**config.mk**
```make
export PLATFORM = sky130hd
export DESIGN_NAME = spc_top
export DESIGN_NICKNAME = d
export VERILOG_FILES = /design/src/spc_fifo.v /design/src/spc_tick.v /design/src/spc_top.v
export VERILOG_INCLUDE_DIRS = /design/src
export SDC_FILE = /design/constraint.sdc
export NUM_CORES = 1
export LEC_CHECK = 0
export ABC_CLOCK_PERIOD_IN_PS = 3900
export BUFFER_PORTS_ARGS = -buffer_cell sky130_fd_sc_hd__buf_2
export CORE_ASPECT_RATIO = 0.9
export CORE_UTILIZATION = 30
export DETAILED_ROUTE_END_ITERATION = 6
export PLACE_DENSITY_LB_ADDON = 0.12
export SYNTH_ARGS = -nofsm -noshare
export SYNTH_HDL_FRONTEND = slang
export SYNTH_HIERARCHICAL = 1
export SYNTH_SLANG_ARGS = --single-unit
```
**constraint.sdc**
```tcl
create_clock -name i_clk -period 3.9 [get_ports i_clk]
set_clock_uncertainty 0.05 [all_clocks]
set_input_delay 0 -clock i_clk [delete_from_list [all_inputs] [get_ports i_clk]]
set_output_delay 0 -clock i_clk [all_outputs]
set_load 0.02 [all_outputs]
```
**src/spc_map.vh**
```
// Constants for the serial port configuration block
`ifndef SPC_MAP_VH
`define SPC_MAP_VH
`define SPC_CLK_HZ       10000000
`define SPC_MS_PER_STEP  1
`define SPC_HZ_PER_KHZ   1000
`define SPC_BPS_9K6      9600
`define SPC_BPS_19K2     19200
`define SPC_BPS_38K4     38400
`define SPC_BPS_57K6     57600
`define SPC_BPS_115K2    115200
`define SPC_BAUD_9K6     3'h3
`define SPC_BAUD_19K2    3'h4
`define SPC_BAUD_38K4    3'h5
`define SPC_BAUD_57K6    3'h6
`define SPC_BAUD_115K2   3'h7
`define SPC_LEN_7        1'h0
`define SPC_LEN_8        1'h1
`define SPC_STOP_1       1'h0
`define SPC_STOP_2       1'h1
`define SPC_PAR_NONE     2'h0
`define SPC_PAR_EVEN     2'h1
`define SPC_PAR_ODD      2'h2
`define SPC_PROTO_NATIVE 1'h0
`define SPC_PROTO_MODBUS 1'h1
`define SPC_WAIT_MAX     7'h63
`define SPC_WAIT_DFLT    7'h05
`define SPC_WAIT_FIXED_A 7'h00
`define SPC_DFLT_BAUD    `SPC_BAUD_9K6
`define SPC_DFLT_LEN     `SPC_LEN_7
`define SPC_DFLT_STOP    `SPC_STOP_2
`define SPC_DFLT_PAR     `SPC_PAR_EVEN
`define SPC_DFLT_PROTO   `SPC_PROTO_NATIVE
`define SPC_DIV_W        16
`define SPC_FIFO_DEPTH   8
`endif

```
**src/spc_fifo.v**
```verilog
// Synchronous FIFO for outgoing response characters
`timescale 1ns/1ps
module spc_fifo #(
  parameter W     = 8,
  parameter DEPTH = 8,
  parameter AW    = 3
) (
  input  wire         i_clk,
  input  wire         i_rst,
  input  wire [W-1:0] i_data,
  input  wire         i_valid,
  output wire         o_ready,
  output wire [W-1:0] o_data,
  output wire         o_valid,
  input  wire         i_ready
);
  // Last slot index, cut to pointer width after the subtraction, not before
  localparam [31:0] LAST32 = DEPTH - 1;
  reg  [W-1:0] mem_r [0:DEPTH-1];
  reg  [AW-1:0] wr_r;
  reg  [AW-1:0] rd_r;
  reg  [AW:0]   cnt_r;
  wire          push_w = i_valid & o_ready;
  wire          pop_w  = o_valid & i_ready;
  assign o_ready = (cnt_r != DEPTH[AW:0]);
  assign o_valid = (cnt_r != {(AW+1){1'b0}});
  assign o_data  = mem_r[rd_r];
  always @(posedge i_clk)
  begin
    if (push_w)
    begin
      mem_r[wr_r] <= i_data;
    end
  end
  always @(posedge i_clk)
  begin
    if (i_rst)
    begin
      wr_r  <= {AW{1'b0}};
      rd_r  <= {AW{1'b0}};
      cnt_r <= {(AW+1){1'b0}};
    end
    else
    begin
      if (push_w)
        wr_r <= (wr_r == LAST32[AW-1:0]) ? {AW{1'b0}} : wr_r + 1'b1;
      if (pop_w)
        rd_r <= (rd_r == LAST32[AW-1:0]) ? {AW{1'b0}} : rd_r + 1'b1;
      if (push_w & ~pop_w)
        cnt_r <= cnt_r + 1'b1;
      else if (pop_w & ~push_w)
        cnt_r <= cnt_r - 1'b1;
    end
  end
endmodule

```
**src/spc_tick.v**
```verilog
// Restartable clock divider giving one-cycle enable pulses
`timescale 1ns/1ps
module spc_tick #(
  parameter W = 16
) (
  input  wire         i_clk,
  input  wire         i_rst,
  input  wire         i_restart,
  input  wire         i_half,
  input  wire [W-1:0] i_div,
  output reg          o_tick
);
  reg [W-1:0] cnt_r;
  always @(posedge i_clk)
  begin
    if (i_rst | i_restart)
    begin
      // Half start lets a receiver land in mid-bit
      cnt_r  <= i_half ? (i_div >> 1) : {W{1'b0}};
      o_tick <= 1'b0;
    end
    else if (cnt_r >= i_div - {{(W-1){1'b0}}, 1'b1})
    begin
      cnt_r  <= {W{1'b0}};
      o_tick <= 1'b1;
    end
    else
    begin
      cnt_r  <= cnt_r + {{(W-1){1'b0}}, 1'b1};
      o_tick <= 1'b0;
    end
  end
endmodule

```
**src/spc_top.v**
```verilog
// Two RS-485 serial ports: fixed port A, reset-latched configurable port B
// Operation
// - Port A always runs 38.4 kbps, seven data bits, two stop bits, even parity.
// - Port B rate code 3..7 selects 9.6 to 115.2 kbps; code 3 default.
// - Port B length code 0 gives seven bits, 1 gives eight bits.
// - Port B stop code 0 gives one stop bit, 1 gives two.
// - Port B parity code 0 none, 1 even, 2 odd; even default.
// - Port B turnaround wait 0 to 99 ms in 1 ms steps, default 5.
// - Port B protocol code 0 native framed, 1 Modbus; host keeps it 0; code 1 only sets o_b_proto_modbus, framing stays native.
// - Changed serial settings only take effect at the next reset.
// - Wait the turnaround time before driving the line and transmitting.
`timescale 1ns/1ps
`include "spc_map.vh"
module spc_top #(
  parameter MS_CYCLES  = `SPC_CLK_HZ / `SPC_HZ_PER_KHZ * `SPC_MS_PER_STEP,
  parameter FIFO_DEPTH = `SPC_FIFO_DEPTH
) (
  input  wire       i_clk,
  input  wire       i_rst,
  input  wire [2:0] i_b_baud_code,
  input  wire       i_b_len_code,
  input  wire       i_b_stop_code,
  input  wire [1:0] i_b_par_code,
  input  wire [6:0] i_b_wait_ms,
  input  wire       i_b_proto_code,
  output wire       o_b_proto_modbus,
  output wire       o_b_cfg_fault,
  input  wire       i_a_rxd,
  output wire       o_a_txd,
  output wire       o_a_de,
  input  wire [7:0] i_a_tx_data,
  input  wire       i_a_tx_valid,
  output wire       o_a_tx_ready,
  output wire       o_a_busy,
  output wire [7:0] o_a_rx_data,
  output wire       o_a_rx_valid,
  output wire       o_a_rx_perr,
  output wire       o_a_rx_ferr,
  input  wire       i_b_rxd,
  output wire       o_b_txd,
  output wire       o_b_de,
  input  wire [7:0] i_b_tx_data,
  input  wire       i_b_tx_valid,
  output wire       o_b_tx_ready,
  output wire       o_b_busy,
  output wire [7:0] o_b_rx_data,
  output wire       o_b_rx_valid,
  output wire       o_b_rx_perr,
  output wire       o_b_rx_ferr
);
  localparam DW = `SPC_DIV_W;
  localparam [31:0] DIV32_9K6   = (`SPC_CLK_HZ + `SPC_BPS_9K6 / 2) / `SPC_BPS_9K6;
  localparam [31:0] DIV32_19K2  = (`SPC_CLK_HZ + `SPC_BPS_19K2 / 2) / `SPC_BPS_19K2;
  localparam [31:0] DIV32_38K4  = (`SPC_CLK_HZ + `SPC_BPS_38K4 / 2) / `SPC_BPS_38K4;
  localparam [31:0] DIV32_57K6  = (`SPC_CLK_HZ + `SPC_BPS_57K6 / 2) / `SPC_BPS_57K6;
  localparam [31:0] DIV32_115K2 = (`SPC_CLK_HZ + `SPC_BPS_115K2 / 2) / `SPC_BPS_115K2;
  localparam [31:0] MS32        = MS_CYCLES;
  localparam [2:0] ST_IDLE = 3'h0;
  localparam [2:0] ST_WAIT = 3'h1;
  localparam [2:0] ST_STRT = 3'h2;
  localparam [2:0] ST_DATA = 3'h3;
  localparam [2:0] ST_PAR  = 3'h4;
  localparam [2:0] ST_STOP = 3'h5;

  // Parity bit for a character; odd flips the even result
  function spc_parity;
    input [7:0] d;
    input       len8;
    input       odd;
    begin
      spc_parity = (^(len8 ? d : {1'b0, d[6:0]})) ^ odd;
    end
  endfunction

  // Active port B settings, caught only while reset is held
  reg [DW-1:0] cfg_div_r;
  reg          cfg_len8_r;
  reg          cfg_two_r;
  reg          cfg_pen_r;
  reg          cfg_podd_r;
  reg [6:0]    cfg_wait_r;
  reg          cfg_proto_r;
  reg          cfg_fault_r;
  reg [DW-1:0] cfg_div_nxt;
  reg          cfg_pen_nxt;
  reg          cfg_podd_nxt;
  reg [6:0]    cfg_wait_nxt;
  reg          cfg_fault_nxt;

  always @*
  begin
    cfg_fault_nxt = 1'b0;
    case (i_b_baud_code)
      `SPC_BAUD_9K6:   cfg_div_nxt = DIV32_9K6[DW-1:0];
      `SPC_BAUD_19K2:  cfg_div_nxt = DIV32_19K2[DW-1:0];
      `SPC_BAUD_38K4:  cfg_div_nxt = DIV32_38K4[DW-1:0];
      `SPC_BAUD_57K6:  cfg_div_nxt = DIV32_57K6[DW-1:0];
      `SPC_BAUD_115K2: cfg_div_nxt = DIV32_115K2[DW-1:0];
      default:
      begin
        cfg_div_nxt   = DIV32_9K6[DW-1:0];
        cfg_fault_nxt = 1'b1;
      end
    endcase
    case (i_b_par_code)
      `SPC_PAR_NONE:
      begin
        cfg_pen_nxt  = 1'b0;
        cfg_podd_nxt = 1'b0;
      end
      `SPC_PAR_EVEN:
      begin
        cfg_pen_nxt  = 1'b1;
        cfg_podd_nxt = 1'b0;
      end
      `SPC_PAR_ODD:
      begin
        cfg_pen_nxt  = 1'b1;
        cfg_podd_nxt = 1'b1;
      end
      default:
      begin
        cfg_pen_nxt   = 1'b1;
        cfg_podd_nxt  = 1'b0;
        cfg_fault_nxt = 1'b1;
      end
    endcase
    // Out-of-range codes fall back to the defaults rather than locking up
    if (i_b_wait_ms > `SPC_WAIT_MAX)
    begin
      cfg_wait_nxt  = `SPC_WAIT_DFLT;
      cfg_fault_nxt = 1'b1;
    end
    else
    begin
      cfg_wait_nxt = i_b_wait_ms;
    end
  end

  always @(posedge i_clk)
  begin
    if (i_rst)
    begin
      cfg_div_r   <= cfg_div_nxt;
      cfg_len8_r  <= i_b_len_code;
      cfg_two_r   <= i_b_stop_code;
      cfg_pen_r   <= cfg_pen_nxt;
      cfg_podd_r  <= cfg_podd_nxt;
      cfg_wait_r  <= cfg_wait_nxt;
      cfg_proto_r <= i_b_proto_code;
      cfg_fault_r <= cfg_fault_nxt;
    end
  end

  // Only the native framed protocol is carried; Modbus is flagged only
  assign o_b_proto_modbus = cfg_proto_r;
  assign o_b_cfg_fault    = cfg_fault_r;

  wire [1:0]  rxd_w  = {i_b_rxd, i_a_rxd};
  wire [15:0] tdat_w = {i_b_tx_data, i_a_tx_data};
  wire [1:0]  tval_w = {i_b_tx_valid, i_a_tx_valid};
  wire [1:0]  trdy_w;
  wire [1:0]  txd_w;
  wire [1:0]  de_w;
  wire [1:0]  busy_w;
  wire [15:0] rdat_w;
  wire [1:0]  rval_w;
  wire [1:0]  perr_w;
  wire [1:0]  ferr_w;

  genvar g;
  generate
    for (g = 0; g < 2; g = g + 1)
    begin : port
      // Port A settings are constants and ignore every code
      wire [DW-1:0] div_w  = (g == 0) ? DIV32_38K4[DW-1:0] : cfg_div_r;
      wire          len8_w = (g == 0) ? `SPC_LEN_7 : cfg_len8_r;
      wire          two_w  = (g == 0) ? `SPC_STOP_2 : cfg_two_r;
      wire          pen_w  = (g == 0) ? 1'b1 : cfg_pen_r;
      wire          podd_w = (g == 0) ? 1'b0 : cfg_podd_r;
      wire [6:0]    wait_w = (g == 0) ? `SPC_WAIT_FIXED_A : cfg_wait_r;
      wire [2:0]    last_w = len8_w ? 3'h7 : 3'h6;
      wire [7:0]    f_data;
      wire          f_valid;
      wire          t_tick;
      wire          r_tick;
      wire          m_tick;
      reg  [2:0]    tst_r;
      reg  [7:0]    tsh_r;
      reg  [2:0]    tbit_r;
      reg           tstop_r;
      reg  [6:0]    ms_r;
      reg           txd_r;
      reg           de_r;
      reg           s1_r;
      reg           s2_r;
      reg  [2:0]    rst_r;
      reg  [7:0]    rsh_r;
      reg  [2:0]    rbit_r;
      reg           rpar_r;
      reg  [7:0]    rdat_r;
      reg           rval_r;
      reg           perr_r;
      reg           ferr_r;
      wire          last_stop_w = (tstop_r == two_w);
      wire          go_w  = (tst_r == ST_WAIT) && (ms_r == 7'h00);
      wire          nxt_w = (tst_r == ST_STOP) && t_tick && last_stop_w;
      wire          pop_w = f_valid & (go_w | nxt_w);
      wire          r_go  = (rst_r == ST_IDLE) && !de_r && !s2_r;
      wire [7:0]    rchr_w = len8_w ? rsh_r : {1'b0, rsh_r[7:1]};

      spc_fifo #(.W(8), .DEPTH(FIFO_DEPTH), .AW(3)) u_fifo (
        .i_clk   (i_clk),
        .i_rst   (i_rst),
        .i_data  (tdat_w[g*8 +: 8]),
        .i_valid (tval_w[g]),
        .o_ready (trdy_w[g]),
        .o_data  (f_data),
        .o_valid (f_valid),
        .i_ready (pop_w)
      );
      spc_tick #(.W(DW)) u_ttick (
        .i_clk     (i_clk),
        .i_rst     (i_rst),
        .i_restart (go_w),
        .i_half    (1'b0),
        .i_div     (div_w),
        .o_tick    (t_tick)
      );
      spc_tick #(.W(DW)) u_rtick (
        .i_clk     (i_clk),
        .i_rst     (i_rst),
        .i_restart (r_go),
        .i_half    (1'b1),
        .i_div     (div_w),
        .o_tick    (r_tick)
      );
      spc_tick #(.W(DW)) u_mtick (
        .i_clk     (i_clk),
        .i_rst     (i_rst),
        .i_restart (tst_r == ST_IDLE),
        .i_half    (1'b0),
        .i_div     (MS32[DW-1:0]),
        .o_tick    (m_tick)
      );

      always @(posedge i_clk)
      begin
        if (i_rst)
        begin
          tst_r   <= ST_IDLE;
          tsh_r   <= 8'h00;
          tbit_r  <= 3'h0;
          tstop_r <= 1'b0;
          ms_r    <= 7'h00;
          txd_r   <= 1'b1;
          de_r    <= 1'b0;
        end
        else
        begin
          case (tst_r)
            ST_IDLE:
            begin
              if (f_valid)
              begin
                tst_r <= ST_WAIT;
                ms_r  <= wait_w;
              end
            end
            ST_WAIT:
            begin
              if (go_w)
              begin
                tst_r <= ST_STRT;
                tsh_r <= f_data;
                de_r  <= 1'b1;
                txd_r <= 1'b0;
              end
              else if (m_tick)
              begin
                ms_r <= ms_r - 7'h01;
              end
            end
            ST_STRT:
            begin
              if (t_tick)
              begin
                tst_r  <= ST_DATA;
                txd_r  <= tsh_r[0];
                tbit_r <= 3'h0;
              end
            end
            ST_DATA:
            begin
              if (t_tick)
              begin
                tbit_r <= tbit_r + 3'h1;
                if (tbit_r == last_w)
                begin
                  tst_r   <= pen_w ? ST_PAR : ST_STOP;
                  txd_r   <= pen_w ? spc_parity(tsh_r, len8_w, podd_w) : 1'b1;
                  tstop_r <= 1'b0;
                end
                else
                begin
                  txd_r <= tsh_r[tbit_r + 3'h1];
                end
              end
            end
            ST_PAR:
            begin
              if (t_tick)
              begin
                tst_r   <= ST_STOP;
                txd_r   <= 1'b1;
                tstop_r <= 1'b0;
              end
            end
            ST_STOP:
            begin
              if (t_tick)
              begin
                if (!last_stop_w)
                begin
                  tstop_r <= 1'b1;
                end
                else if (f_valid)
                begin
                  // Queued bytes follow back to back without a new wait
                  tst_r <= ST_STRT;
                  tsh_r <= f_data;
                  txd_r <= 1'b0;
                end
                else
                begin
                  tst_r <= ST_IDLE;
                  de_r  <= 1'b0;
                end
              end
            end
            default:
            begin
              tst_r <= ST_IDLE;
              de_r  <= 1'b0;
              txd_r <= 1'b1;
            end
          endcase
        end
      end

      // Receiver; starts are ignored while driving, so no own echo
      always @(posedge i_clk)
      begin
        if (i_rst)
        begin
          s1_r   <= 1'b1;
          s2_r   <= 1'b1;
          rst_r  <= ST_IDLE;
          rsh_r  <= 8'h00;
          rbit_r <= 3'h0;
          rpar_r <= 1'b0;
          rdat_r <= 8'h00;
          rval_r <= 1'b0;
          perr_r <= 1'b0;
          ferr_r <= 1'b0;
        end
        else
        begin
          s1_r   <= rxd_w[g];
          s2_r   <= s1_r;
          rval_r <= 1'b0;
          case (rst_r)
            ST_IDLE:
            begin
              if (r_go)
                rst_r <= ST_STRT;
            end
            ST_STRT:
            begin
              if (r_tick)
              begin
                rst_r  <= s2_r ? ST_IDLE : ST_DATA;
                rbit_r <= 3'h0;
              end
            end
            ST_DATA:
            begin
              if (r_tick)
              begin
                rsh_r  <= {s2_r, rsh_r[7:1]};
                rbit_r <= rbit_r + 3'h1;
                if (rbit_r == last_w)
                  rst_r <= pen_w ? ST_PAR : ST_STOP;
              end
            end
            ST_PAR:
            begin
              if (r_tick)
              begin
                rpar_r <= s2_r;
                rst_r  <= ST_STOP;
              end
            end
            ST_STOP:
            begin
              // Only the first stop bit is checked
              if (r_tick)
              begin
                rst_r  <= ST_IDLE;
                rdat_r <= rchr_w;
                rval_r <= 1'b1;
                ferr_r <= ~s2_r;
                perr_r <= pen_w & (rpar_r != spc_parity(rchr_w, len8_w, podd_w));
              end
            end
            default:
            begin
              rst_r <= ST_IDLE;
            end
          endcase
        end
      end

      assign txd_w[g]         = txd_r;
      assign de_w[g]          = de_r;
      assign busy_w[g]        = (tst_r != ST_IDLE);
      assign rdat_w[g*8 +: 8] = rdat_r;
      assign rval_w[g]        = rval_r;
      assign perr_w[g]        = perr_r;
      assign ferr_w[g]        = ferr_r;
    end
  endgenerate

  assign o_a_txd      = txd_w[0];
  assign o_a_de       = de_w[0];
  assign o_a_tx_ready = trdy_w[0];
  assign o_a_busy     = busy_w[0];
  assign o_a_rx_data  = rdat_w[7:0];
  assign o_a_rx_valid = rval_w[0];
  assign o_a_rx_perr  = perr_w[0];
  assign o_a_rx_ferr  = ferr_w[0];
  assign o_b_txd      = txd_w[1];
  assign o_b_de       = de_w[1];
  assign o_b_tx_ready = trdy_w[1];
  assign o_b_busy     = busy_w[1];
  assign o_b_rx_data  = rdat_w[15:8];
  assign o_b_rx_valid = rval_w[1];
  assign o_b_rx_perr  = perr_w[1];
  assign o_b_rx_ferr  = ferr_w[1];
endmodule

```
### Yosys cells after proc, flatten, opt, wreduce, memory -nomap -nowiden

Memories as Yosys holds them, arrays and structs flattened. A register that Yosys moved wholly into a read port is not among the register bits.
Index checks and enable logic that the tools add are counted.

| word-level totals | value |
|---|---|
| register bits | 254 |
| RAM bits | 128 |
| bits of input ports | 37 |
| output and inout port bits | 32 |
| word-level logic and storage cells | 424 |
| memories kept | 2 |

| cells by class | value |
|---|---|
| add/sub/neg operators | 21 |
| magnitude comparators | 9 |
| eq/ne operators | 75 |
| mux-type cells | 143 |
| bitwise logic cells | 34 |
| reduce and logical (&&, ||, !) cells | 78 |

Memories:

| name | words | bits a word | read ports | clocked after Yosys merged registers in | write ports | RTL line | source |
|---|---|---|---|---|---|---|---|
| port[0].u_fifo.mem_r | 8 | 8 | 1 | 1 | 1 | spc_fifo.v:19 | `reg [W-1:0] mem_r [0:DEPTH-1];` |
| port[1].u_fifo.mem_r | 8 | 8 | 1 | 1 | 1 | spc_fifo.v:19 |  |

Operators with widths:

| cell | count |
|---|---|
| two-way mux 3 bit | 42 |
| adder 16 x 1 -> 16 bit (second input constant) | 6 |
| two-way mux 8 bit | 12 |
| equality test 3 bit (second input constant) | 18 |
| two-way mux 1 bit | 52 |
| one-hot mux 11 bit (4 select lines) | 1 |
| two-way mux 7 bit | 6 |
| != test 2 x 1 -> 1 bit (second input constant) | 20 |
| one-hot mux 3 bit (6 select lines) | 2 |
| != test 2 bit (second input constant) | 17 |
| greater-or-equal comparator 16 x 14 -> 1 bit (second input constant) | 2 |
| greater-or-equal comparator 16 bit | 2 |
| greater-or-equal comparator 16 x 9 -> 1 bit (second input constant) | 2 |
| one-hot mux 8 bit (2 select lines) | 2 |
| AND reduction 8 bit | 4 |
| parity 8 bit | 4 |
| two-way mux 15 bit | 2 |
| one-hot mux 3 bit (5 select lines) | 2 |
| one-hot mux 7 bit (2 select lines) | 2 |
| equality test 3 x 2 -> 1 bit (second input constant) | 9 |
| AND reduction 5 bit | 5 |
| adder 3 x 1 -> 3 bit (second input constant) | 8 |
| one-hot mux 3 bit (2 select lines) | 4 |
| nonzero test 2 bit | 10 |
| other kinds (37) | 126 |

### Depth between registers and ports, before layout

| depth | value |
|---|---|
| word-level depth | 9 |
| gate-level depth with buffers | 14 |
| depth with buffers taken out | 14 |

### Cells and area by module

Netlist, hierarchy kept.

Modules (own cells, without submodules):

| module | times used | cells an instance | area an instance (µm²) | seq. area each (µm²) |
|---|---|---|---|---|
| spc_tick at port[0].u_mtick ... | 5 | 186 | 1,490.2 | 340.3 |
| spc_fifo | 2 | 168 | 3,130.5 | 2,182.1 |
| spc_top | 1 | 684 | 6,147.1 | 2,732.6 |
| spc_tick at port[0].u_ttick | 1 | 172 | 1,385.1 | 340.3 |

### Least setup slack after synthesis

Ideal clock, no wire load.

| path | value |
|---|---|
| path type | flip-flop to flip-flop |
| from | reg cfg_div_r[7] |
| to | reg port[1].u_rtick.cnt_r[12] |
| library setup time | 122 ps |
| data arrival time | 3,046 ps |
| data required time | 3,728 ps |
| slack | 682 ps |
| cell stages (with the launch flop) | 13 |
| path buffers | 1 |
| clock period less this slack | 3,218 ps |
| cells stage by stage | edfxtp_1 or4_1 nor2_2 nand2_2 nor4_4 xnor2_1 ha_1 and4_1 and3_1 nand2_1 a41oi_2 buf_2 o21ai_0 |

| between the ends | value |
|---|---|
| cells in the longest elaborated chain, start to end | 4 |

Ends and longest elaborated chain:

| item | RTL line | source |
|---|---|---|
| from (decl) | spc_top.v:76 | `reg [DW-1:0] cfg_div_r;` |
| from (signal assigned) | spc_top.v:144 | `cfg_div_r <= cfg_div_nxt;` |
| subtractor 16 x 1 -> 16 bit | spc_tick.v:22 | `else if (cnt_r >= i_div - {{(W-1){1'b0}}, 1'b1})` |
| greater-or-equal comparator 16 bit | spc_tick.v:22 |  |
| two-way mux 15 bit | spc_tick.v:22 |  |
| two-way mux 15 bit | spc_tick.v:16 | `if (i_rst \| i_restart)` |
| to (signal assigned) | spc_tick.v:19 | `cnt_r <= i_half ? (i_div >> 1) : {W{1'b0}};` |
| to (signal assigned) | spc_tick.v:24 | `cnt_r <= {W{1'b0}};` |
| to (signal assigned) | spc_tick.v:29 | `cnt_r <= cnt_r + {{(W-1){1'b0}}, 1'b1};` |
| to (decl) | spc_tick.v:13 | `reg [W-1:0] cnt_r;` |

No other way between the ends.
A chain may end at the register's enable or synchronous reset.

### Worst setup path after layout

| path | value |
|---|---|
| from | reg cfg_div_r[9] |
| to | reg port[1].u_rtick.o_tick |

| between the ends | value |
|---|---|
| cells in the longest elaborated chain, start to end | 3 |

Ends and longest elaborated chain:

| item | RTL line | source |
|---|---|---|
| subtractor 16 x 1 -> 16 bit | spc_tick.v:22 |  |
| greater-or-equal comparator 16 bit | spc_tick.v:22 |  |
| two-way mux 1 bit | spc_tick.v:22 |  |
| to (signal assigned) | spc_tick.v:20 | `o_tick <= 1'b0;` |
| to (signal assigned) | spc_tick.v:25 | `o_tick <= 1'b1;` |
| to (signal assigned) | spc_tick.v:30 | `o_tick <= 1'b0;` |
| to (decl) | spc_tick.v:11 | `output reg o_tick` |

No other way between the ends.

==> metrics.txt <==
DRC Markers 0; via count 15944; number of synthesized flops with an enable pin 151; RSZ-0062 raised after global routing no; dominant synthesized flop cell dfxtp_1; Post-synth ARST share 0; Ant. Diodes 0; worst hold margin 36.6 ps; hpwl dp 35100 µm; most frequent cell after synthesis nand2_1; Pwr Density 500 nW/µm²; GPL Wtd Cong 0.779; via density per instance 4.58; Crit Path Class reg2reg; clk_lat worst skew 590 ps; average size of a mapped cell 10.0 µm²; Initial Util 0.304; Total GRT Usage 0.140; HP Class in2reg; setup TNS 0 ps; first-pass GRT wire length 81100 µm; Setup-failing EPs final 0; Nets 2680; largest cells by area after synthesis dfxtp_1 (22%), edfxtp_1 (21%), ha_1 (7.8%); post-synth top area share 0.217; Post-synth top cells nand2_1 (259), dfxtp_1 (230), edfxtp_1 (151); Max Cap Viol 0; CP endpoint kind register; final core occ 0.365; Multi-input gate area 12600 µm²; Core Area 70000 µm²; CTS-repair resized insts 0; worst IR drop on VDD 0.343 mV; worst slew pin tran 1160 ps; Port Buffers 67; worst-path maximum fanout 10; TritonRoute pass-1 iters 5; Hold Fails Final Rpt 0; Slew Viols, Final 0; Gate Count Post-Synth 2122; Cell Area, Synth 21200 µm²; number of global-route vias before repair 15615; Largest stage delay, worst path 580 ps; Worst Path Arrival 3840 ps; worst-path cell chain or4_4, or3_4, nor4_4, xnor2_1, ha_1, and4_1, and3_1, a41oi_2, nand2_1, o21a_1; fmax 0.293 GHz; hold buffer count at CTS 39; Cell variety after synth 88; gr ovfl total 0; initial antenna violation count 2; CTS buffer count 46; leakage 9.65 nW; Seq/Total Area, Yosys 0.430; Final Cycle Share 0.876; row cnt 92; largest net degree at the start of global routing 53; die span in x 283 µm; worst r2r path cells 10; WL final 49700 µm; CTS Root Cell clkbuf_16; fill count 7067; Worst R2R Start cfg_div_r[9]; CTS tree done; H-tree levels 2; number of warnings issued by yosys 6; Layout area overhead 20.1%; crit path from cfg_div_r[9]; Slew Limit Headroom 0.228; Setup crit end port[1].u_rtick/o_tick; Area after DPL 23700 µm²; die area 71900 µm²; reg2reg end port[1].u_rtick/o_tick; Post-CTS Setup Bufs 0; reg-to-reg setup timing slack 480 ps; DRT iter0 DRCs 847; clock buffer depth 3; CTS Sinks 381; wire length per cell 14.3 µm; post-route ant nets 0; Final min period 3420 ps; post-route cell area 25500 µm²; Ports 69; non-filler instance count after layout 3484; crit path max-delay cell type or4_4; footprint of the flip-flops and latches 9140 µm²; cell taking the most area after synthesis dfxtp_1; Worst-path clk slew 60 ps; Inst Count DP 3362; layout cells sized above 1 0.105; outcome finished clean; required time of the critical path 4320 ps; Yosys reg bits 381; Die Height 254 µm; type of element launching the critical path register
==> report_power, final <==
part	total, mW	internal, mW	switching [mW]	leakage, nW
Clock	4.16	2.42	1.73	0.723
Sequential	5.24	4.64	0.601	3.27
Combinational	3.36	1.52	1.84	5.66
==> final cells by class <==
class	instances	area share
flip-flops and latches	381	0.358
clock inverters	20	0.00780
multi-input cells	1889	0.495
well taps	940	0.0461
repair buffers	122	0.0334
clock buffers	63	0.0496
inverters	69	0.0102
==> cells in the final DEF, fill, tap and decap left out, types with 39 or more instances in the layout <==
cell type      instances
edfxtp_1             151
nor2_1               142
nand3_1              108
buf_2                 66
ha_1                 132
nand2_1              259
xnor2_1              121
xor2_1                82
dlygate4sd3_1         39
clkbuf_16             46
dfxtp_1              230
o21ai_0               95
conb_1               287
inv_1                 69
nor3_1                58
a21oi_1              114
==> routing by layer <==
layer | vias to the layer above | GRT usage | routed length, µm
li1 | 8247 | - | -
met1 | 7453 | 0.187 | 24100
met2 | 174 | 0.234 | 23100
met3 | 66 | 0.0233 | 1620
met4 | 4 | 0.0331 | 816
met5 | - | 0 | 27
==> flip-flops by register name, summed over array words and instances (netlist names), 6 cells and up, named ones only <==
name,cells
port.u_fifo/cnt_r,8
cfg_wait_r,7
port.tst_r,6
port.rst_r,6
port.ms_r,14
o_a_rx_data,7
port.u_fifo/wr_r,6
port.tbit_r,6
port.u_mtick/cnt_r,32
cfg_div_r,10
port.rbit_r,6
port.u_rtick/cnt_r,32
port.u_fifo/mem_r,128
port.tsh_r,16
port.rsh_r,15
port.u_fifo/rd_r,6
o_b_rx_data,8
port.u_ttick/cnt_r,32
==> kinds of logic (layout without fill, tap and decap cells) <==
logic type	after synthesis	count (layout)	synth area share
simple gates	823	823	0.199
flops	381	381	0.430
compound gates	353	353	0.109
xor+xnor	204	204	0.0848
buf+inv	137	274	0.0280
fa+ha+maj	134	134	0.0796
mux	88	88	0.0691
other cells	2	287	0.000354
==> metrics by stage <==
stage                     total power, mW  setup WS, ps
after detailed placement             8.63           502
final                                12.8           482
after global placement               8.56           553
after CTS                            12.9           476
after global routing                 13.6           206
after floorplan                      7.79           682
==> worst min path at each step <==
stage | start | endpoint | slack [ps] | cells after the start
2_1_floorplan | i_rst | port[0].u_ttick/o_tick | 30 | 1
3_3_place_gp | i_b_proto_code | o_b_proto_modbus | 130 | 1
3_5_place_dp | i_b_proto_code | o_b_proto_modbus | 130 | 1
4_1_cts | i_b_wait_ms[4] | o_b_cfg_fault | 2 | 3
5_1_grt | i_b_proto_code | o_b_proto_modbus | 70 | 2
6_report | i_b_wait_ms[4] | o_b_cfg_fault | 40 | 3
==> worst max-delay path, delay by kind of cell (launching register included) <==
family,cells,cell delay (ps)
DFF,1,530
AOI/OAI and AO/OA,2,680
and+or+nand+nor,6,1670
xor gates and xnor gates,1,100
adders and majority gates,1,280
No activity file was read; power rests on OpenSTA's default activity.
